==> src/usb_rx_ep_pkg.sv <==
// Constants, register map and link event carrier for the receive endpoint
// Assumes one clock, synchronous active-low reset, 16-bit register port
package usb_rx_ep_pkg;

   ////////////////////////////////////////////////////////////////////////
   // Register port geometry and offsets
   localparam int          ADDR_W         = 3;
   localparam int          DATA_W         = 16;
   localparam logic [2:0]  OFF_MAXP       = 3'h0;
   localparam logic [2:0]  OFF_CSR        = 3'h1;
   localparam logic [2:0]  OFF_COUNT      = 3'h2;
   localparam logic [2:0]  OFF_TX_TYPE    = 3'h3;
   localparam logic [2:0]  OFF_TX_INTV    = 3'h4;

   ////////////////////////////////////////////////////////////////////////
   // Field widths and reset values
   localparam int          MAXP_W         = 11;
   localparam int          COUNT_W        = 13;
   localparam int          FRAMES_W       = 16;
   localparam logic [10:0] MAXP_RESET     = 11'h000;
   localparam logic [12:0] COUNT_RESET    = 13'h0000;
   localparam logic [5:0]  TX_TYPE_RESET  = 6'h00;
   localparam logic [7:0]  TX_INTV_RESET  = 8'h00;
   localparam int          TX_EP_LSB      = 0;
   localparam int          TX_EP_W        = 4;
   localparam int          TX_PROTO_LSB   = 4;

   ////////////////////////////////////////////////////////////////////////
   // Control and status bit positions
   localparam int          CSR_READY      = 0;
   localparam int          CSR_FULL       = 1;
   localparam int          CSR_OVR_ERR    = 2;
   localparam int          CSR_DERR_NAK   = 3;
   localparam int          CSR_FLUSH      = 4;
   localparam int          CSR_STALL_CTL  = 5;
   localparam int          CSR_STALL_EVT  = 6;
   localparam int          CSR_CLR_TOG    = 7;
   localparam int          CSR_ISO_AREQ   = 14;
   localparam int          CSR_AUTO_CLR   = 15;

   ////////////////////////////////////////////////////////////////////////
   // Protocol codes and timing counts
   localparam logic [1:0]  PROTO_RSVD     = 2'h0;
   localparam logic [1:0]  PROTO_ISO      = 2'h1;
   localparam logic [1:0]  PROTO_BULK     = 2'h2;
   localparam logic [1:0]  PROTO_INTR     = 2'h3;
   localparam logic [1:0]  ERR_ATTEMPTS   = 2'h3;
   localparam logic [7:0]  ISO_N_MAX      = 8'h10;
   localparam logic [7:0]  BULK_N_MIN     = 8'h02;
   localparam logic [7:0]  N_ONE          = 8'h01;

   ////////////////////////////////////////////////////////////////////////
   // Events from the packet engine, each flag a one-cycle pulse; pkt_bytes is a byte count
   typedef struct packed {
      logic        pkt_done;
      logic [12:0] pkt_bytes;
      logic        pkt_bad;
      logic        out_token;
      logic        attempt_failed;
      logic        nak;
      logic        stall_in;
      logic        frame_tick;
      logic        toggle_flip;
   } link_event_type;

endpackage : usb_rx_ep_pkg

==> src/usb_rx_endpoint_control.sv <==
// Receive endpoint control/status for a dual-role USB controller,
// plus host-mode transmit type and interval settings.
// Assumes a packet engine delivering one-cycle event pulses and a
// data port that pulses unload_byte per byte taken by software.
//
// Overview of operation
// - Eleven-bit maximum payload, zero after reset
// - Half-size payload allows two buffered packets
// - Packet arrival sets ready, optional interrupt
// - Full reads one when no room remains
// - Peripheral isochronous drop sets sticky overrun
// - Isochronous bad packet sets data error
// - Flush drops front packet, only when ready
// - Send-stall answers STALL, not isochronous
// - Each STALL sent sets sticky flag
// - Clear-toggle write zeroes data toggle
// - Peripheral iso bit selects transfer handling
// - Auto-clear pops full-size packet after unload
// - Three failed host bulk/interrupt attempts set error
// - Host bulk NAK limit halts endpoint
// - Request bit launches IN, clears on ready
// - Host STALL received sets sticky flag
// - Auto-request re-arms request when ready clears
// - Thirteen-bit byte count tracks buffer contents
// - Transmit target endpoint and protocol code
// - Interval value decoded per transfer type
//
// Implementation choices: the address-and-strobe port and the address map.
`timescale 1ns/1ps

module usb_rx_endpoint_control #(
   parameter int BUF_BYTES = 64
) (
   // Clock and reset
   input  wire logic                                 clk,
   input  wire logic                                 rstn,
   // Register port
   input  wire logic [usb_rx_ep_pkg::ADDR_W-1:0]     reg_addr,
   input  wire logic [usb_rx_ep_pkg::DATA_W-1:0]     reg_wdata,
   input  wire logic                                 reg_write,
   input  wire logic                                 reg_read,
   output logic      [usb_rx_ep_pkg::DATA_W-1:0]     reg_rdata,
   // Mode and receive settings from the controller
   input  wire logic                                 host_mode,
   input  wire logic [1:0]                           rx_protocol,
   input  wire logic [7:0]                           rx_nak_limit,
   input  wire logic                                 irq_enable,
   // Packet engine and data port
   input  wire usb_rx_ep_pkg::link_event_type        link_event,
   input  wire logic                                 unload_byte,
   // Endpoint state
   output logic                                      packet_ready,
   output logic                                      buffer_full,
   output logic                                      in_request,
   output logic                                      endpoint_halted,
   output logic                                      stall_handshake,
   output logic                                      data_toggle,
   output logic                                      endpoint_irq,
   // Transmit endpoint settings
   output logic      [3:0]                           tx_target_endpoint,
   output logic      [1:0]                           tx_protocol,
   output logic      [usb_rx_ep_pkg::FRAMES_W-1:0]   tx_interval_frames
);

   ////////////////////////////////////////////////////////////////////////
   // Elaboration check
   if (BUF_BYTES < 1 || BUF_BYTES > 4096) begin : g_bad_buf
      $error("BUF_BYTES must lie in 1..4096");
   end

   ////////////////////////////////////////////////////////////////////////
   // Frame count for an interval value, zero meaning disabled
   function automatic logic [usb_rx_ep_pkg::FRAMES_W-1:0] interval_frames(
      input logic [1:0] proto,
      input logic [7:0] n
   );
      logic [usb_rx_ep_pkg::FRAMES_W-1:0] f;
      f = '0;
      case (proto)
         usb_rx_ep_pkg::PROTO_INTR: begin
            f = {8'h00, n};
         end
         usb_rx_ep_pkg::PROTO_ISO: begin
            if (n >= usb_rx_ep_pkg::N_ONE && n <= usb_rx_ep_pkg::ISO_N_MAX)
               f = 16'h0001 << (n - usb_rx_ep_pkg::N_ONE);
         end
         usb_rx_ep_pkg::PROTO_BULK: begin
            if (n >= usb_rx_ep_pkg::BULK_N_MIN && n <= usb_rx_ep_pkg::ISO_N_MAX)
               f = 16'h0001 << (n - usb_rx_ep_pkg::N_ONE);
         end
         default: begin
            f = '0;
         end
      endcase
      return f;
   endfunction : interval_frames

   ////////////////////////////////////////////////////////////////////////
   // State
   localparam int CW = usb_rx_ep_pkg::COUNT_W;

   logic [usb_rx_ep_pkg::MAXP_W-1:0]   max_payload_bytes;
   logic [1:0]                         pkt_count;
   logic [CW-1:0]                      front_size;
   logic [CW-1:0]                      front_left;
   logic                               front_err;
   logic [CW-1:0]                      back_size;
   logic                               back_err;
   logic [CW-1:0]                      byte_count;
   logic                               auto_clear_mode;
   logic                               iso_or_auto_request_mode;
   logic                               stall_ctl;
   logic                               ovr_err_flag;
   logic                               stall_flag;
   logic                               nak_timeout_flag;
   logic                               data_error_flag;
   logic [1:0]                         fail_count;
   logic                               nak_seen;
   logic [usb_rx_ep_pkg::FRAMES_W-1:0] nak_frames;
   logic [5:0]                         tx_target_and_protocol;
   logic [7:0]                         tx_poll_interval;

   ////////////////////////////////////////////////////////////////////////
   // Decode
   wire        wr_maxp   = reg_write && reg_addr == usb_rx_ep_pkg::OFF_MAXP;
   wire        wr_csr    = reg_write && reg_addr == usb_rx_ep_pkg::OFF_CSR;
   wire        wr_tx_target_and_protocol = reg_write && reg_addr == usb_rx_ep_pkg::OFF_TX_TYPE;
   wire        wr_txintv = reg_write && reg_addr == usb_rx_ep_pkg::OFF_TX_INTV;

   wire        iso_ep    = host_mode ? rx_protocol == usb_rx_ep_pkg::PROTO_ISO
                                     : iso_or_auto_request_mode;
   wire        auto_request_mode = host_mode && iso_or_auto_request_mode;
   wire        send_stall_a      = !host_mode && stall_ctl;
   wire        request_in_transfer = host_mode && stall_ctl;
   wire        bulk_int_host = host_mode && (rx_protocol == usb_rx_ep_pkg::PROTO_BULK
                                          || rx_protocol == usb_rx_ep_pkg::PROTO_INTR);
   wire        bulk_host = host_mode && rx_protocol == usb_rx_ep_pkg::PROTO_BULK;

   // Buffer depth; software keeps the payload within capacity
   wire [CW-1:0] max_x2  = {1'b0, max_payload_bytes, 1'b0};
   wire [CW-1:0] max_ext = {2'h0, max_payload_bytes};
   wire          double_ok = max_x2 <= CW'(BUF_BYTES);
   wire [1:0]    depth     = double_ok ? 2'h2 : 2'h1;
   wire          is_full   = pkt_count >= depth;
   wire          is_ready  = pkt_count != 2'h0;

   // Packet arrival and drop
   wire        store       = link_event.pkt_done && !is_full;
   wire        drop        = link_event.pkt_done && is_full;
   wire        overrun_set = drop && !host_mode && iso_ep;

   // Unloading and popping the front packet
   wire        take     = unload_byte && is_ready && front_left != '0;
   wire        sw_clear = wr_csr && !reg_wdata[usb_rx_ep_pkg::CSR_READY] && is_ready;
   wire        flush    = wr_csr && reg_wdata[usb_rx_ep_pkg::CSR_FLUSH] && is_ready;
   wire        auto_pop = auto_clear_mode && take && front_left == CW'(1)
                          && front_size == max_ext;
   wire        pop      = sw_clear || flush || auto_pop;
   wire [1:0]  next_pkt_count = 2'(pkt_count + {1'b0, store} - {1'b0, pop});
   wire        ready_rise = !is_ready && next_pkt_count != 2'h0;
   wire        ready_fall = is_ready && next_pkt_count == 2'h0;

   // Handshake events; the packet engine withholds data while stalling
   wire        stall_out = send_stall_a && !iso_ep && link_event.out_token;
   wire        stall_rx_set = host_mode && link_event.stall_in;
   wire        attempt_fail = bulk_int_host && link_event.attempt_failed;
   wire        error_set = attempt_fail
                           && fail_count == usb_rx_ep_pkg::ERR_ATTEMPTS - 2'h1;

   // NAK limit shares the transmit interval decode
   wire [usb_rx_ep_pkg::FRAMES_W-1:0] nak_limit =
      interval_frames(usb_rx_ep_pkg::PROTO_BULK, rx_nak_limit);
   wire        nak_run = bulk_host && nak_seen && nak_limit != '0 && !nak_timeout_flag;
   wire [usb_rx_ep_pkg::FRAMES_W-1:0] nak_next = 16'(nak_frames + 16'h0001);
   wire        nak_set = nak_run && link_event.frame_tick && nak_next >= nak_limit;
   wire        csr_clr_nak = wr_csr && host_mode
                             && !reg_wdata[usb_rx_ep_pkg::CSR_DERR_NAK];

   // Sticky flags: a set in the clearing cycle wins
   wire        next_ovr_err = overrun_set || error_set
      || (ovr_err_flag && !(wr_csr && !reg_wdata[usb_rx_ep_pkg::CSR_OVR_ERR]));
   wire        next_stall_flag = stall_out || stall_rx_set
      || (stall_flag && !(wr_csr && !reg_wdata[usb_rx_ep_pkg::CSR_STALL_EVT]));
   wire        next_nak_to = nak_set || (nak_timeout_flag && !csr_clr_nak);
   wire        derr_set = store && link_event.pkt_bad && iso_ep && !host_mode;
   wire        next_derr = derr_set || (data_error_flag && !(wr_csr && !host_mode
      && !reg_wdata[usb_rx_ep_pkg::CSR_DERR_NAK]));

   // Send-stall or request bit
   wire        req_write = wr_csr && reg_wdata[usb_rx_ep_pkg::CSR_STALL_CTL];
   wire        next_stall_ctl =
      !host_mode ? (wr_csr ? reg_wdata[usb_rx_ep_pkg::CSR_STALL_CTL] : stall_ctl)
                 : ((stall_ctl || req_write || (auto_request_mode && ready_fall))
                    && !ready_rise);

   // Byte count follows stores, unloads and pops
   wire [CW-1:0] byte_sub = pop ? front_left : {{(CW-1){1'b0}}, take};
   wire [CW-1:0] byte_add = store ? link_event.pkt_bytes : '0;
   wire [CW-1:0] next_byte_count = CW'(byte_count - byte_sub + byte_add);

   ////////////////////////////////////////////////////////////////////////
   // Two-slot packet queue
   logic [CW-1:0] next_front_size;
   logic [CW-1:0] next_front_left;
   logic          next_front_err;
   logic [CW-1:0] next_back_size;
   logic          next_back_err;
   logic [1:0]    slot;

   always_comb begin
      next_front_size = front_size;
      next_front_left = front_left;
      next_front_err  = front_err;
      next_back_size  = back_size;
      next_back_err   = back_err;
      slot            = pop ? 2'(pkt_count - 2'h1) : pkt_count;
      if (take && !pop)
         next_front_left = CW'(front_left - CW'(1));
      if (pop) begin
         next_front_size = back_size;
         next_front_left = back_size;
         next_front_err  = back_err;
      end
      if (store && slot == 2'h0) begin
         next_front_size = link_event.pkt_bytes;
         next_front_left = link_event.pkt_bytes;
         next_front_err  = link_event.pkt_bad;
      end else if (store) begin
         next_back_size  = link_event.pkt_bytes;
         next_back_err   = link_event.pkt_bad;
      end
   end

   ////////////////////////////////////////////////////////////////////////
   // Status view; bit 3 carries data error or NAK timeout by mode
   logic [usb_rx_ep_pkg::DATA_W-1:0] csr_view;

   always_comb begin
      csr_view = '0;
      csr_view[usb_rx_ep_pkg::CSR_READY]     = is_ready;
      csr_view[usb_rx_ep_pkg::CSR_FULL]      = is_full;
      csr_view[usb_rx_ep_pkg::CSR_OVR_ERR]   = ovr_err_flag;
      csr_view[usb_rx_ep_pkg::CSR_DERR_NAK]  = host_mode
         ? nak_timeout_flag || (front_err && iso_ep && is_ready)
         : data_error_flag;
      csr_view[usb_rx_ep_pkg::CSR_STALL_CTL] = stall_ctl;
      csr_view[usb_rx_ep_pkg::CSR_STALL_EVT] = stall_flag;
      csr_view[usb_rx_ep_pkg::CSR_ISO_AREQ]  = iso_or_auto_request_mode;
      csr_view[usb_rx_ep_pkg::CSR_AUTO_CLR]  = auto_clear_mode;
   end

   wire [usb_rx_ep_pkg::DATA_W-1:0] rd_mux =
      reg_addr == usb_rx_ep_pkg::OFF_MAXP    ? {5'h00, max_payload_bytes} :
      reg_addr == usb_rx_ep_pkg::OFF_CSR     ? csr_view :
      reg_addr == usb_rx_ep_pkg::OFF_COUNT   ? {3'h0, byte_count} :
      reg_addr == usb_rx_ep_pkg::OFF_TX_TYPE ? {10'h000, tx_target_and_protocol} :
      reg_addr == usb_rx_ep_pkg::OFF_TX_INTV ? {8'h00, tx_poll_interval} :
                                               16'h0000;

   wire [1:0]  tx_proto_field =
      tx_target_and_protocol[usb_rx_ep_pkg::TX_PROTO_LSB +: 2];

   ////////////////////////////////////////////////////////////////////////
   // Registers
   always_ff @(posedge clk) begin
      if (!rstn) begin
         max_payload_bytes <= usb_rx_ep_pkg::MAXP_RESET;
         pkt_count         <= 2'h0;
         front_size        <= usb_rx_ep_pkg::COUNT_RESET;
         front_left        <= usb_rx_ep_pkg::COUNT_RESET;
         front_err         <= 1'b0;
         back_size         <= usb_rx_ep_pkg::COUNT_RESET;
         back_err          <= 1'b0;
         byte_count        <= usb_rx_ep_pkg::COUNT_RESET;
      end else begin
         if (wr_maxp)
            max_payload_bytes <= reg_wdata[usb_rx_ep_pkg::MAXP_W-1:0];
         pkt_count  <= next_pkt_count;
         front_size <= next_front_size;
         front_left <= next_front_left;
         front_err  <= next_front_err;
         back_size  <= next_back_size;
         back_err   <= next_back_err;
         byte_count <= next_byte_count;
      end
   end

   always_ff @(posedge clk) begin
      if (!rstn) begin
         auto_clear_mode  <= 1'b0;
         iso_or_auto_request_mode   <= 1'b0;
         stall_ctl        <= 1'b0;
         ovr_err_flag     <= 1'b0;
         stall_flag       <= 1'b0;
         nak_timeout_flag <= 1'b0;
         data_error_flag  <= 1'b0;
      end else begin
         if (wr_csr) begin
            auto_clear_mode <= reg_wdata[usb_rx_ep_pkg::CSR_AUTO_CLR];
            iso_or_auto_request_mode  <= reg_wdata[usb_rx_ep_pkg::CSR_ISO_AREQ];
         end
         stall_ctl        <= next_stall_ctl;
         ovr_err_flag     <= next_ovr_err;
         stall_flag       <= next_stall_flag;
         nak_timeout_flag <= next_nak_to;
         data_error_flag  <= next_derr;
      end
   end

   // Failure and NAK counters restart on any delivered packet
   always_ff @(posedge clk) begin
      if (!rstn) begin
         fail_count <= 2'h0;
         nak_seen   <= 1'b0;
         nak_frames <= '0;
      end else begin
         if (link_event.pkt_done || error_set)
            fail_count <= 2'h0;
         else if (attempt_fail)
            fail_count <= 2'(fail_count + 2'h1);
         if (link_event.pkt_done || link_event.stall_in || csr_clr_nak) begin
            nak_seen   <= 1'b0;
            nak_frames <= '0;
         end else begin
            if (bulk_host && link_event.nak)
               nak_seen <= 1'b1;
            if (nak_run && link_event.frame_tick)
               nak_frames <= nak_next;
         end
      end
   end

   always_ff @(posedge clk) begin
      if (!rstn) begin
         tx_target_and_protocol <= usb_rx_ep_pkg::TX_TYPE_RESET;
         tx_poll_interval       <= usb_rx_ep_pkg::TX_INTV_RESET;
      end else begin
         if (wr_tx_target_and_protocol)
            tx_target_and_protocol <= reg_wdata[5:0];
         if (wr_txintv)
            tx_poll_interval <= reg_wdata[7:0];
      end
   end

   ////////////////////////////////////////////////////////////////////////
   // Outputs, all registered; status outputs lag the view by one cycle
   always_ff @(posedge clk) begin
      if (!rstn) begin
         reg_rdata          <= '0;
         packet_ready       <= 1'b0;
         buffer_full        <= 1'b0;
         in_request         <= 1'b0;
         endpoint_halted    <= 1'b0;
         stall_handshake    <= 1'b0;
         data_toggle        <= 1'b0;
         endpoint_irq       <= 1'b0;
         tx_target_endpoint <= 4'h0;
         tx_protocol        <= usb_rx_ep_pkg::PROTO_RSVD;
         tx_interval_frames <= '0;
      end else begin
         reg_rdata       <= reg_read ? rd_mux : '0;
         packet_ready    <= is_ready;
         buffer_full     <= is_full;
         // A halted endpoint issues no requests until the flag is cleared
         in_request      <= request_in_transfer && !nak_timeout_flag;
         endpoint_halted <= nak_timeout_flag;
         stall_handshake <= stall_out;
         if (wr_csr && reg_wdata[usb_rx_ep_pkg::CSR_CLR_TOG])
            data_toggle <= 1'b0;
         else if (link_event.toggle_flip)
            data_toggle <= !data_toggle;
         endpoint_irq    <= (irq_enable && (ready_rise || stall_rx_set))
                            || error_set;
         tx_target_endpoint <=
            tx_target_and_protocol[usb_rx_ep_pkg::TX_EP_LSB +: usb_rx_ep_pkg::TX_EP_W];
         tx_protocol        <= tx_proto_field;
         tx_interval_frames <= interval_frames(tx_proto_field, tx_poll_interval);
      end
   end

endmodule : usb_rx_endpoint_control

==> config.mk <==
export PLATFORM = sky130hd
export DESIGN_NAME = usb_rx_endpoint_control
export DESIGN_NICKNAME = d
export VERILOG_FILES = /design/src/usb_rx_ep_pkg.sv /design/src/usb_rx_endpoint_control.sv
export SDC_FILE = /design/constraint.sdc
export NUM_CORES = 1
export LEC_CHECK = 0
export BUFFER_PORTS_ARGS = -buffer_cell sky130_fd_sc_hd__buf_2
export CAP_MARGIN = 10
export CORE_MARGIN = 5
export CORE_UTILIZATION = 53
export DETAILED_ROUTE_END_ITERATION = 6
export PLACE_DENSITY_LB_ADDON = 0.15
export RECOVER_POWER = 50
export SLEW_MARGIN = 10
export SYNTH_ARGS = -nofsm -noshare
export SYNTH_HDL_FRONTEND = slang
export SYNTH_SLANG_ARGS = --single-unit
export TNS_END_PERCENT = 100
==> constraint.sdc <==
create_clock -name clk -period 4.3 [get_ports clk]
set_input_delay 0 -clock clk [delete_from_list [all_inputs] [get_ports clk]]
set_output_delay 0 -clock clk [all_outputs]
set_load 0.1 [all_outputs]
==> results.md, run 1 <==
Status:
- The flow ran to the end, but the final reports show violations.
- The final reports fail on capacitance limit, slew limit.

Global route:
- The initial antenna violation count is 0.
- The via count of the first global-routing pass is 7177.
- The routing layer with the top usage in global route is met2.
- The total grt overflow is 0.
- The first global-routing pass estimated 36680 um of wire.
- Global routing consumed, on the met1 layer, around 34% of the routing resources.
- For met3 alone, demand over resource in global routing was 4.779%.
- The global-route usage over all layers is 24.76%.
- The met2 layer usage reported by global route is 38.47%.
- The largest net degree at the start of global routing is 42.

CTS:
- The clock passes through at most 2 buffers.
- The total number of clock tree sinks is 151.
- The clock input transition at the sequential cells of the worst setup and hold paths is 60 ps.
- TritonCTS created 17 clock buffers.
- The clock insertion delay at the later pin of the skew report is 420 ps.
- TritonCTS built the clock tree.
- The total number of H-tree levels is 4.
- The cell chosen for the clock root is sky130_fd_sc_hd__clkbuf_16.

Timing:
- The worst clock skew on the final layout is 10.24 ps.
- In the finished design, the share of the clock period the worst path needs comes to between 90% and 100%.
- The number of max-slew violations in the final report is 36.
- The number of endpoints with negative hold slack in the final report is 0.
- Based on the critical path, the design can be clocked at up to 243.6 MHz.
- The final-layout setup total negative slack is 0 ps.
- The time the worst path needs with I/O delays and setup is 4105 ps.
- The worst pin sits at a relative slew slack of -15.07%.
- For the pin with the worst max-slew slack, the measured transition is 1726 ps.
- Setup violations remaining at the end of the flow were counted as 0.

Floorplan:
- The area inside the core boundary is 15830 um2.
- The floorplan step set the die height to ~140 um.
- For this design the top-level I/O count stands at roughly 100.
- The standard-cell row count is 46.
- The initial standard-cell utilization of the core is 53.82%.
- The overall die width is 136.8 um.
- The die covers 18710 um2.

Setup path:
- Following the worst setup path forward leads to its endpoint at byte_count[10].
- The start of the worst register-to-register path is max_payload_bytes[3].
- The critical-path cell with the highest stage delay is sky130_fd_sc_hd__or4_1.
- The type of element capturing the critical path is a register.
- The signal on the critical path passes through or4_1, o21ai_2, nand3_1, ha_1, nand2b_2, a21oi_4, buf_6, nand2_1, ha_1, inv_1, ha_2, inv_1, fa_1, nor2b_4, o31ai_4, a21oi_2, a41oi_2, nor2b_2, xor2_1, nor2_1.
- Data on the critical path is required at its endpoint by 4600 ps.
- The worst register-to-register path ends at byte_count[10].
- The launching instance or port of the critical path is max_payload_bytes[3].
- Of all nets on the critical path, the largest fanout is 6.
- The critical path is of the register to register type.
- The worst setup path is launched from a register.
- Data on the critical path arrives at its endpoint at 4410 ps.
- The cell count of the worst reg-to-reg path is 20.
- The delay contributed by the slowest stage of the critical path is 490 ps.
- Across all register-to-register paths, the minimum setup slack is roughly 200 ps.

Cells and area:
- The number of nets at the end of the flow is 1284.
- In the layout the commonest cells are 151 x sky130_fd_sc_hd__dfxtp_1, 121 x sky130_fd_sc_hd__nand2_1, 120 x sky130_fd_sc_hd__nor2_1, 75 x sky130_fd_sc_hd__a21oi_1, 65 x sky130_fd_sc_hd__inv_1.
- From synthesis to final layout, the design area changed by 19.62%.
- Of the cells placed in the final design, the portion with a size suffix greater than 1 is 10.88%.
- The total inserted antenna cells is 0.
- Leaving out fill and tap cells, the most frequent cell in the layout is sky130_fd_sc_hd__dfxtp_1.
- The utilization of the core after routing is 64.38%.

Synth:
- The number of nets handed over by synthesis was 1157.
- The area fraction of the dominant cell type after synthesis is roughly 35%.
- In this run, synthesis inferred 0 flip-flops with an integrated enable.
- The cell taking the most area after synthesis is sky130_fd_sc_hd__dfxtp_1.
- Synthesis inferred 151 register bits.
- The number of instances in the synthesized netlist is 1046.
- The leading register cell type out of synthesis is sky130_fd_sc_hd__dfxtp_1.
- Of the synthesized area, sequential elements account for 35.49%.
- The share of synthesized registers carrying an async set or reset is 0%.
- After synthesis the cells add up to between 8000 and 9000 um2.
- Each instance of the synthesized netlist takes up on average 8.144 um2.
- For this run, the number of Yosys warnings is 0.
- The count of different cell masters after synthesis is 72.
- Ranked by total cell area, the synthesized netlist is headed by sky130_fd_sc_hd__dfxtp_1 35%, sky130_fd_sc_hd__ha_1 6.2%, sky130_fd_sc_hd__nand2_1 5.3%.

Placement:
- The count of input and output buffers is 97.
- At the end of routability-driven placement, the weighted congestion stood at 0.9466.
- Summed over all nets, the half-perimeter wirelength after detailed placement is 16990 um.

Worst hold path:
- The tightest min-delay check is of the input port to register type.
- The number of stages on the worst hold path is 2.

Power and ir drop:
- In this run the static leakage power is 4.185 nW.
- The worst voltage drop across the vdd grid is 0.0002929 V.
- Power spread over the standard cell area amounts to 492.2 nW/um2.

Job:
- The number of max-cap violations is 1.

Routing:
- After detailed routing, the average wire length per cell comes to 16.45 um.
- Once detail routing completed, the nets flagged for antenna violations numbered 0.
- The final layout contains routed wiring with a total length of 23060 um.
- The count of routing violations after the opening detailed-route iteration is 706.
- The count of unresolved DRC violations after routing is 0.
- The routed layout has 7854 vias.
- The first-pass detailed-route iteration total is 6.
- In the routed layout, each cell is associated on average with a via count of 5.602.
-- how the worst min path moves through the flow --
| stage | start | end | slack (ps) |
|---|---|---|---|
| final | reg_addr[2] | reg_rdata[9] | 30 |
| after global routing | reg_addr[2] | reg_rdata[10] | 50 |
| after CTS | reg_addr[2] | reg_rdata[9] | 30 |
| after detailed placement | link_event[3] | nak_seen | 240 |
| after global placement | link_event[3] | nak_seen | 230 |
| after floorplan | reg_wdata[7] | tx_poll_interval[7] | 140 |
-- layout make-up --
| type | instances | area (um2) |
|---|---|---|
| Clock buffer | 20 | 456.7 |
| Clock inverter | 12 | 115.1 |
| Fill cell | 1400 | 5638 |
| Inverter | 66 | 247.7 |
| Multi-Input combinational cell | 779 | 5094 |
| Sequential cell | 151 | 3023 |
| Tap cell | 216 | 270.3 |
| Timing Repair Buffer | 158 | 983.4 |
-- routing by layer --
layer  vias to the layer above  wire length, um
met5                         -                0
met4                         0              689
met3                        58             1528
met2                       301            10240
met1                      3618            10600
li1                       3877                -
-- worst max-delay path: cells and delay by family (launching register included) --
family / cells / cell delay [ps]
AND/OR/NAND/NOR: 7 / 1280
adder cells (fa/ha/maj): 4 / 1170
flip-flops: 1 / 340
XOR/XNOR: 1 / 120
AO/OA/AOI/OAI: 5 / 780
buffers and inverters: 3 / 260
-- sequential cells by signal (all words and copies together) (netlist names), 2 cells and up --
signal                  cells
reg_rdata                  15
tx_interval_frames         16
tx_target_and_protocol      6
tx_poll_interval            8
nak_frames                 16
front_left                 13
fail_count                  2
max_payload_bytes          11
front_size                 13
tx_protocol                 2
back_size                  13
byte_count                 13
tx_target_endpoint          4
pkt_count                   2
-- stage by stage --
step           hold WS [ps]  cell area, um2  total power, mW  std cells  worst slack [ps]
5_1_grt               53.29           10190            5.332       1402            -64.78
3_3_place_gp          232.3            9198            3.400       1329             136.5
3_5_place_dp          236.0            9198            3.424       1329             3.883
6_report              29.33           10190            5.015       1402             195.2
4_1_cts               27.68           10170            4.899       1401             1.557
2_1_floorplan         136.0            8522            3.034       1046             51.76
-- cell families (layout without fill, tap and decap cells) --
group	Yosys count	after routing	share of synthesized area, %
flip-flops	151	151	35.49
AO/OA/AOI/OAI	207	207	15.36
AND/OR/NAND/NOR	421	421	23.88
other	1	1	0.04402
multiplexers	40	40	4.847
adder cells (fa/ha/maj)	55	55	9.107
XOR/XNOR	55	55	5.655
buffers and inverters	116	256	5.611
-- synth_stat cells (all sizes together), types with 7 or more instances --
cell type and count:
nor2b 10, nand2 121, a21oi 79, a31oi 15, a211oi 12, o21ai 38, ha 42, and3 17
inv 66, a21o 7, xnor2 34, nor2 120, nand3 27, buf 11, nand4 11, dfxtp 151
xor2 21, and2 26, o22ai 7, nor3 32, nor4 15, nand2b 11, clkbuf 39, fa 12
or3 7, mux2i 40
-- power breakdown --
group	internal, mW	switching, mW
Combinational	0.770	1.09
Clock	0.833	0.605
Sequential	1.56	0.154
-- timing repair --
action	CTS	global route
resized for setup	0	17
hold buffers	40	0
hold endpoints to repair	54	0
buffers inserted	0	1
pin swaps	1	3
endpoints found under the setup margin	2	7
(Power assumes the default switching activity.)
==> run 2, diff against run 1 <==
RECOVER_POWER = 25   (was 50)
SLEW_MARGIN = 20   (was 10)
==> run 2 against run 1 <==
Largest power group unchanged. First-iteration DRC count decreased by 0.42%. Sequential share of layout area about the same. The flow still finishes with violations (capacitance limit, slew limit). Non-clock buffer count unchanged. Flip-flop and latch count unchanged. Cell count unchanged. Critical endpoint unchanged. Count of clock-buffer cells in the layout unchanged. Setup slack got worse by 11 ps. Maximum frequency decreased by 0.26%. Register-to-register slack about the same. Total power about the same. Combinational power about the same. Core utilization increased by 0.095 points.
==> results.md, run 2 (same netlist as run 1, synthesis figures left out) <==
Cells and area:
- The post-layout instance area was 10200 um2 (+0.15%).
- The count of filler cells inserted in the layout is 1393 (-0.50%).
- The most common cell after layout, fill and taps aside is sky130_fd_sc_hd__dfxtp_1.
- The total inserted antenna cells came to 0 (unchanged).
- The number of nets at the end of the flow was 1284 (unchanged).
- The utilization of the core after routing came to 64.47% (+0.095 points).
- In the layout the commonest cells are 151 x sky130_fd_sc_hd__dfxtp_1, 121 x sky130_fd_sc_hd__nand2_1, 120 x sky130_fd_sc_hd__nor2_1, 75 x sky130_fd_sc_hd__a21oi_1, 65 x sky130_fd_sc_hd__inv_1.
- The share of post-route cells with drive strength above 1 came to 11.89% (+1.0 points).
- The area growth from synthesis to layout is 19.80%.
- The largest registers in the layout are nak_frames x16, tx_interval_frames x16, reg_rdata x15.

Routing:
- The first-pass detailed-route iteration total is 6 (unchanged).
- The routed length per placed instance is 16.50 um (+0.29%).
- The via count of the routed design was 7862 (+0.10%).
- The post-detailed-route via-to-cell ratio was 5.608 (+0.10%).
- The count of routing violations after the opening detailed-route iteration is 703 (-0.42%).
- The remaining antenna violation count came to 0 (unchanged).
- The final wirelength came to 23130 um (+0.29%).
- The count of unresolved DRC violations after routing was 0 (unchanged).

Setup path:
- The internal reg-to-reg setup slack is 180 ps (about the same).
- The arrival time at the worst endpoint is 4420 ps (about the same).
- The worst endpoint required time is 4600 ps (about the same).
- The type of the setup path with the least slack is register to register.
- STA classifies the critical path endpoint as a register.
- The worst setup path is launched from a register.
- The biggest fanout along the worst timing path is 6 (unchanged).

Status:
- The checks that failed: capacitance limit, slew limit.
- The run finished, with violations left.

Floorplan:
- The overall die width was 136.8 um (unchanged).
- The standard-cell row count was 46 (unchanged).
- The count of pins on the block boundary was 102 (unchanged).
- The height of the die was 136.8 um (unchanged).
- The initial standard-cell utilization of the core is 53.82% (unchanged).
- The area inside the core boundary is 15830 um2 (unchanged).
- The die area is 18710 um2 (unchanged).

Power and ir drop:
- The worst voltage drop across the vdd grid was 0.0002947 V (+0.60%).
- The leakage component of the power is 4.236 nW (+1.2%).
- The overall power of the completed layout is 5.020 mW (about the same).
- The total power divided by cell area was 491.9 nW/um2 (about the same).

CTS:
- The clock insertion delay at the later pin of the skew report is 430 ps (about the same).
- The cell chosen for the clock root is sky130_fd_sc_hd__clkbuf_16.
- The total number of H-tree levels is 4 (unchanged).
- The worst-case clock buffer depth came to 2 (unchanged).
- TritonCTS built the clock tree.
- The clock input transition at the sequential cells of the worst setup and hold paths is 60 ps (about the same).
- The TritonCTS buffer count is 17 (unchanged).
- The total number of clock tree sinks is 151 (unchanged).

Placement:
- The detailed placer's ending HPWL is 16990 um (unchanged).
- The routability congestion estimate from global placement is 0.9466 (unchanged).
- The post-place instance area is 9198 um2 (unchanged).
- The count of input and output buffers is 97 (unchanged).

Global route:
- The initial antenna violation count is 0 (unchanged).
- The largest net degree at the start of global routing is 42 (unchanged).
- The via count of the first global-routing pass came to 7177 (unchanged).
- The global-route usage over all layers came to 24.76% (unchanged).
- The global-route wire length before repair is 36680 um (unchanged).
- The total grt overflow is 0 (unchanged).

Timing:
- The number of max-slew violations in the final report is 36 (unchanged).
- The worst clock skew on the final layout is 10.43 ps (+0.1924 ps).
- The number of endpoints with negative hold slack in the final report is 0 (unchanged).
- The measured slew at the worst slew-check pin is 1760 ps (+34.04 ps).
- The time the worst path needs with I/O delays and setup is 4116 ps (+10.83 ps).
- The maximum achievable frequency came to 243.0 MHz (-0.26%).
- The worst slew margin relative to its limit is -17.34% (-2.3 points).
- The post-route fraction of the period consumed by the critical path is 95.71% (+0.25 points).
- The number of setup violations in the final report is 0 (unchanged).

Worst hold path:
- The type of the tightest min-delay check is input port to register.

Job:
- The number of max-cap violations is 1 (unchanged).
## run 2: changes by cell type in the layout (fill, tap and decap cells not counted), sizes merged
cell	delta
buf	+12
clkbuf	-12
## run 2: power breakdown
group / leakage (nW) / total, mW / switching (mW) / internal, mW
clock: 0.274 / 1.44 / 0.607 / 0.833
sequential: 1.23 / 1.72 / 0.154 / 1.56
combinational: 2.73 / 1.86 / 1.09 / 0.772
## run 2: through the flow
step                      TNS, ps  setup WS (ps)  hold WS [ps]  instances
final                           0          184.4         26.40       1402
after global routing       -181.4         -64.78         53.29       1402
after CTS                       0          1.557         27.68       1401
after detailed placement        0          3.883         236.0       1329
after global placement          0          136.5         232.3       1329
after floorplan                 0          51.76         136.0       1046
## run 2: final cells by class
| class | instances | area, um2 | area share, % |
|---|---|---|---|
| multi-input combinational | 779 | 5094 | 49.91 |
| sequential | 151 | 3023 | 29.62 |
| timing repair buffer | 158 | 998.5 | 9.784 |
| clock buffer | 20 | 456.7 | 4.475 |
| tap | 216 | 270.3 | 2.648 |
| inverter | 66 | 247.7 | 2.428 |
| clock inverter | 12 | 115.1 | 1.128 |
## run 2: metal layers
layer	global-route usage (%)	part of all wire, %	vias to the layer above
met2	38.47	44	301
met1	34.01	46	3624
met5	0	0	-
met4	9.812	3.1	0
met3	4.779	7.1	58
li1	-	-	3879
## run 2: critical path, cell delays in order (launching register included)
cell and delay [ps]:
sky130_fd_sc_hd__dfxtp_1 340, sky130_fd_sc_hd__or4_1 490, sky130_fd_sc_hd__o21ai_2 130, sky130_fd_sc_hd__nand3_1 110, sky130_fd_sc_hd__ha_1 280, sky130_fd_sc_hd__nand2b_2 210, sky130_fd_sc_hd__a21oi_4 210, sky130_fd_sc_hd__buf_6 140
sky130_fd_sc_hd__nand2_1 50, sky130_fd_sc_hd__ha_1 270, sky130_fd_sc_hd__inv_1 60, sky130_fd_sc_hd__ha_2 200, sky130_fd_sc_hd__inv_1 60, sky130_fd_sc_hd__fa_1 430, sky130_fd_sc_hd__nor2b_4 190, sky130_fd_sc_hd__o31ai_4 80
sky130_fd_sc_hd__a21oi_2 200, sky130_fd_sc_hd__a41oi_2 170, sky130_fd_sc_hd__nor2b_2 190, sky130_fd_sc_hd__xor2_1 120, sky130_fd_sc_hd__nor2_1 50
## run 2: final timing paths
kind,endpoint,start,cells past startpoint
setup reg to reg,byte_count[10],max_payload_bytes[3],20
setup / recovery,byte_count[10],max_payload_bytes[3],20
hold reg to reg,front_size[8],front_size[8],2
hold / removal,reg_rdata[9],reg_addr[2],2
## run 2: what timing repair did
action | CTS | global route
buffers inserted | 0 | 1
hold buffers | 40 | 0
setup endpoints to repair | 2 | 7
endpoints found under the hold margin | 54 | 0
resized for setup | 0 | 17
pin swaps | 1 | 3
==> run 3, diff against run 2 <==
CTS_BUF_LIST = sky130_fd_sc_hd__clkbuf_4 sky130_fd_sc_hd__clkbuf_8 sky130_fd_sc_hd__clkbuf_16   (was default)
==> run 3 against run 2 <==
The run still ends with capacitance limit, slew limit left. Via count rose by 0.39%. Clock skew increased by 1.6 ps. Flip-flop and latch count stayed put. Cell count did not move. Critical path depth is the same. Hold slack about the same. First-iteration DRC count increased by 2.7%. Maximum frequency increased by 0.23%. Non-clock buffer count unchanged. Core utilization hardly changed.
==> results.md, run 3 (same netlist as run 1, synthesis figures left out) <==
Power and ir drop:
- The leakage component of the power is 4.239 nW (about the same).
- The share of power burned in registers is 34.2% (about the same).
- The internal power of the cells came to 3.175 mW (+0.19%).
- The net switching share of the total power is 36.89% (about the same).
- The worst voltage drop across the vdd grid is 0.0002959 V (+0.42%).
- The fraction of power consumed by the clock network is 28.8% (about the same).
- The combinational cell fraction of total power is 37.0% (about the same).
- The switching power of the nets is 1.856 mW (+0.28%).
- The total power divided by cell area is 492.8 nW/um2 (+0.19%).
- The overall power of the completed layout came to 5.031 mW (+0.22%).

CTS:
- The cell chosen for the clock root is sky130_fd_sc_hd__clkbuf_16.
- The TritonCTS buffer count is 17 (unchanged).
- The clock input transition at the sequential cells of the worst setup and hold paths is 60 ps (about the same).
- The total number of clock tree sinks is 151 (unchanged).
- The clock insertion delay at the later pin of the skew report is 430 ps (about the same).
- The total number of H-tree levels is 4 (unchanged).
- The CTS tree is done.
- The worst-case clock buffer depth is 2 (unchanged).

Job:
- The number of max-cap violations is 1 (unchanged).

Setup path:
- STA classifies the critical path startpoint as a register.
- The arrival time at the worst endpoint is 4410 ps (about the same).
- The type of the setup path with the least slack is register to register.
- The worst endpoint required time is 4600 ps (about the same).
- The type of element capturing the critical path is a register.
- The internal reg-to-reg setup slack came to 190 ps (about the same).
- The biggest fanout along the worst timing path is 6 (unchanged).

Routing:
- The first-pass detailed-route iteration total is 5 (-1).
- The count of unresolved DRC violations after routing was 0 (unchanged).
- The count of routing violations after the opening detailed-route iteration is 722 (+2.7%).
- The remaining antenna violation count is 0 (unchanged).
- The via count of the routed design is 7893 (+0.39%).
- The post-detailed-route via-to-cell ratio is 5.630 (+0.39%).
- The routed length per placed instance is 16.51 um (about the same).
- The final wirelength was 23150 um (about the same).

Global route:
- The largest net degree at the start of global routing is 42 (unchanged).
- The via count of the first global-routing pass is 7179 (+0.028%).
- The total grt overflow was 0 (unchanged).
- The global-route wire length before repair is 36660 um (about the same).
- The global-route usage over all layers is 24.74% (about the same).
- The initial antenna violation count was 0 (unchanged).

Floorplan:
- The area inside the core boundary came to 15830 um2 (unchanged).
- The standard-cell row count is 46 (unchanged).
- The overall die width was 136.8 um (unchanged).
- The height of the die is 136.8 um (unchanged).
- The initial standard-cell utilization of the core is 53.82% (unchanged).
- The die area was 18710 um2 (unchanged).
- The count of pins on the block boundary is 102 (unchanged).

Cells and area:
- The number of nets at the end of the flow came to 1284 (unchanged).
- The share of post-route cells with drive strength above 1 is 12.06% (+0.17 points).
- The layout overhead on the synthesized area was 19.84% (about the same).
- The total inserted antenna cells is 0 (unchanged).
- In the final layout, the registers with the most flip-flops are nak_frames x16, tx_interval_frames x16, reg_rdata x15.
- The post-layout instance area came to 10210 um2 (about the same).
- In the layout the commonest cells are 151 x sky130_fd_sc_hd__dfxtp_1, 121 x sky130_fd_sc_hd__nand2_1, 120 x sky130_fd_sc_hd__nor2_1, 75 x sky130_fd_sc_hd__a21oi_1.
- The final instance count without filler cells was 1402 (unchanged).
- The most common cell after layout, fill and taps aside is sky130_fd_sc_hd__dfxtp_1.
- The utilization of the core after routing is 64.50% (about the same).

Status:
- The run finished, with violations left.
- The final reports fail on capacitance limit, slew limit.

Timing:
- The number of setup violations in the final report is 0 (unchanged).
- The time the worst path needs with I/O delays and setup was 4106 ps (-9.637 ps).
- The number of endpoints with negative hold slack in the final report is 0 (unchanged).
- The final-layout setup total negative slack is 0 ps (unchanged).
- The worst slew margin relative to its limit was -19.20% (-1.9 points).
- The post-route fraction of the period consumed by the critical path was 95.49% (-0.22 points).
- The worst clock skew on the final layout is 11.98 ps (+1.553 ps).
- The maximum achievable frequency is 243.5 MHz (+0.23%).
- The final critical-path setup slack is 194.0 ps (+9.637 ps).
- The measured slew at the worst slew-check pin is 1788 ps (+27.89 ps).
- The number of max-slew violations in the final report came to 36 (unchanged).
- The final-layout worst hold slack is 26.81 ps (+0.4089 ps).

Placement:
- The cell count after placement is 1329 (unchanged).
- The routability congestion estimate from global placement is 0.9466 (unchanged).
- The post-place instance area is 9198 um2 (unchanged).
- The detailed placer's ending HPWL is 16990 um (unchanged).
- The worst setup slack after placement is 3.883 ps (unchanged).
- The count of input and output buffers is 97 (unchanged).

Worst hold path:
- The tightest min-delay check is of the input port to register type.
## run 3: what timing repair did
item,CTS,global route
endpoints found under the hold margin,54,0
gates resized for setup,0,17
pin swaps,1,3
buffers inserted,0,1
hold buffers,40,0
endpoints found under the setup margin,2,7
## run 3: routing by layer
metal  global-route usage [%]  share of wire (%)  routed length, um  up-vias
met5                        0                  0                  0        -
li1                         -                  -                  -     3882
met3                    4.779                7.2               1676       52
met2                    38.50                 44              10280      322
met4                    9.812                2.9                668        0
met1                    33.94                 45              10520     3637
## run 3: layout make-up
type / count / area (um2)
fill: 1393 / 5619
multi-input combinational: 779 / 5094
sequential: 151 / 3023
timing repair buffer: 158 / 998.5
clock buffer: 20 / 460.4
tap: 216 / 270.3
inverter: 66 / 247.7
clock inverter: 12 / 115.1
## run 3: power by group through the flow
stage / combinational [mW] / sequential [mW] / clock [mW]
final: 1.86 / 1.72 / 1.45
after global routing: 2.06 / 1.74 / 1.54
after detailed placement: 1.68 / 1.74 / 0
after floorplan: 1.28 / 1.75 / 0
after CTS: 1.72 / 1.71 / 1.47
after global placement: 1.66 / 1.74 / 0
## run 3: worst paths after layout
kind | start | to | cells past startpoint
worst max-delay path | max_payload_bytes[3] | byte_count[10] | 20
worst min-delay path | reg_addr[2] | reg_rdata[9] | 2
worst max register to register | max_payload_bytes[3] | byte_count[10] | 20
worst min register to register | front_size[8] | front_size[8] | 2
## run 3: worst max-delay path, cell delays in order (launching register included)
cell and delay, ps:
sky130_fd_sc_hd__dfxtp_1 340, sky130_fd_sc_hd__or4_1 490, sky130_fd_sc_hd__o21ai_2 130, sky130_fd_sc_hd__nand3_1 110, sky130_fd_sc_hd__ha_1 280, sky130_fd_sc_hd__nand2b_2 210
sky130_fd_sc_hd__a21oi_4 210, sky130_fd_sc_hd__buf_6 140, sky130_fd_sc_hd__nand2_1 50, sky130_fd_sc_hd__ha_1 270, sky130_fd_sc_hd__inv_1 60, sky130_fd_sc_hd__ha_2 200
sky130_fd_sc_hd__inv_1 60, sky130_fd_sc_hd__fa_1 420, sky130_fd_sc_hd__nor2b_4 180, sky130_fd_sc_hd__o31ai_4 80, sky130_fd_sc_hd__a21oi_2 200, sky130_fd_sc_hd__a41oi_2 170
sky130_fd_sc_hd__nor2b_2 190, sky130_fd_sc_hd__xor2_1 120, sky130_fd_sc_hd__nor2_1 50
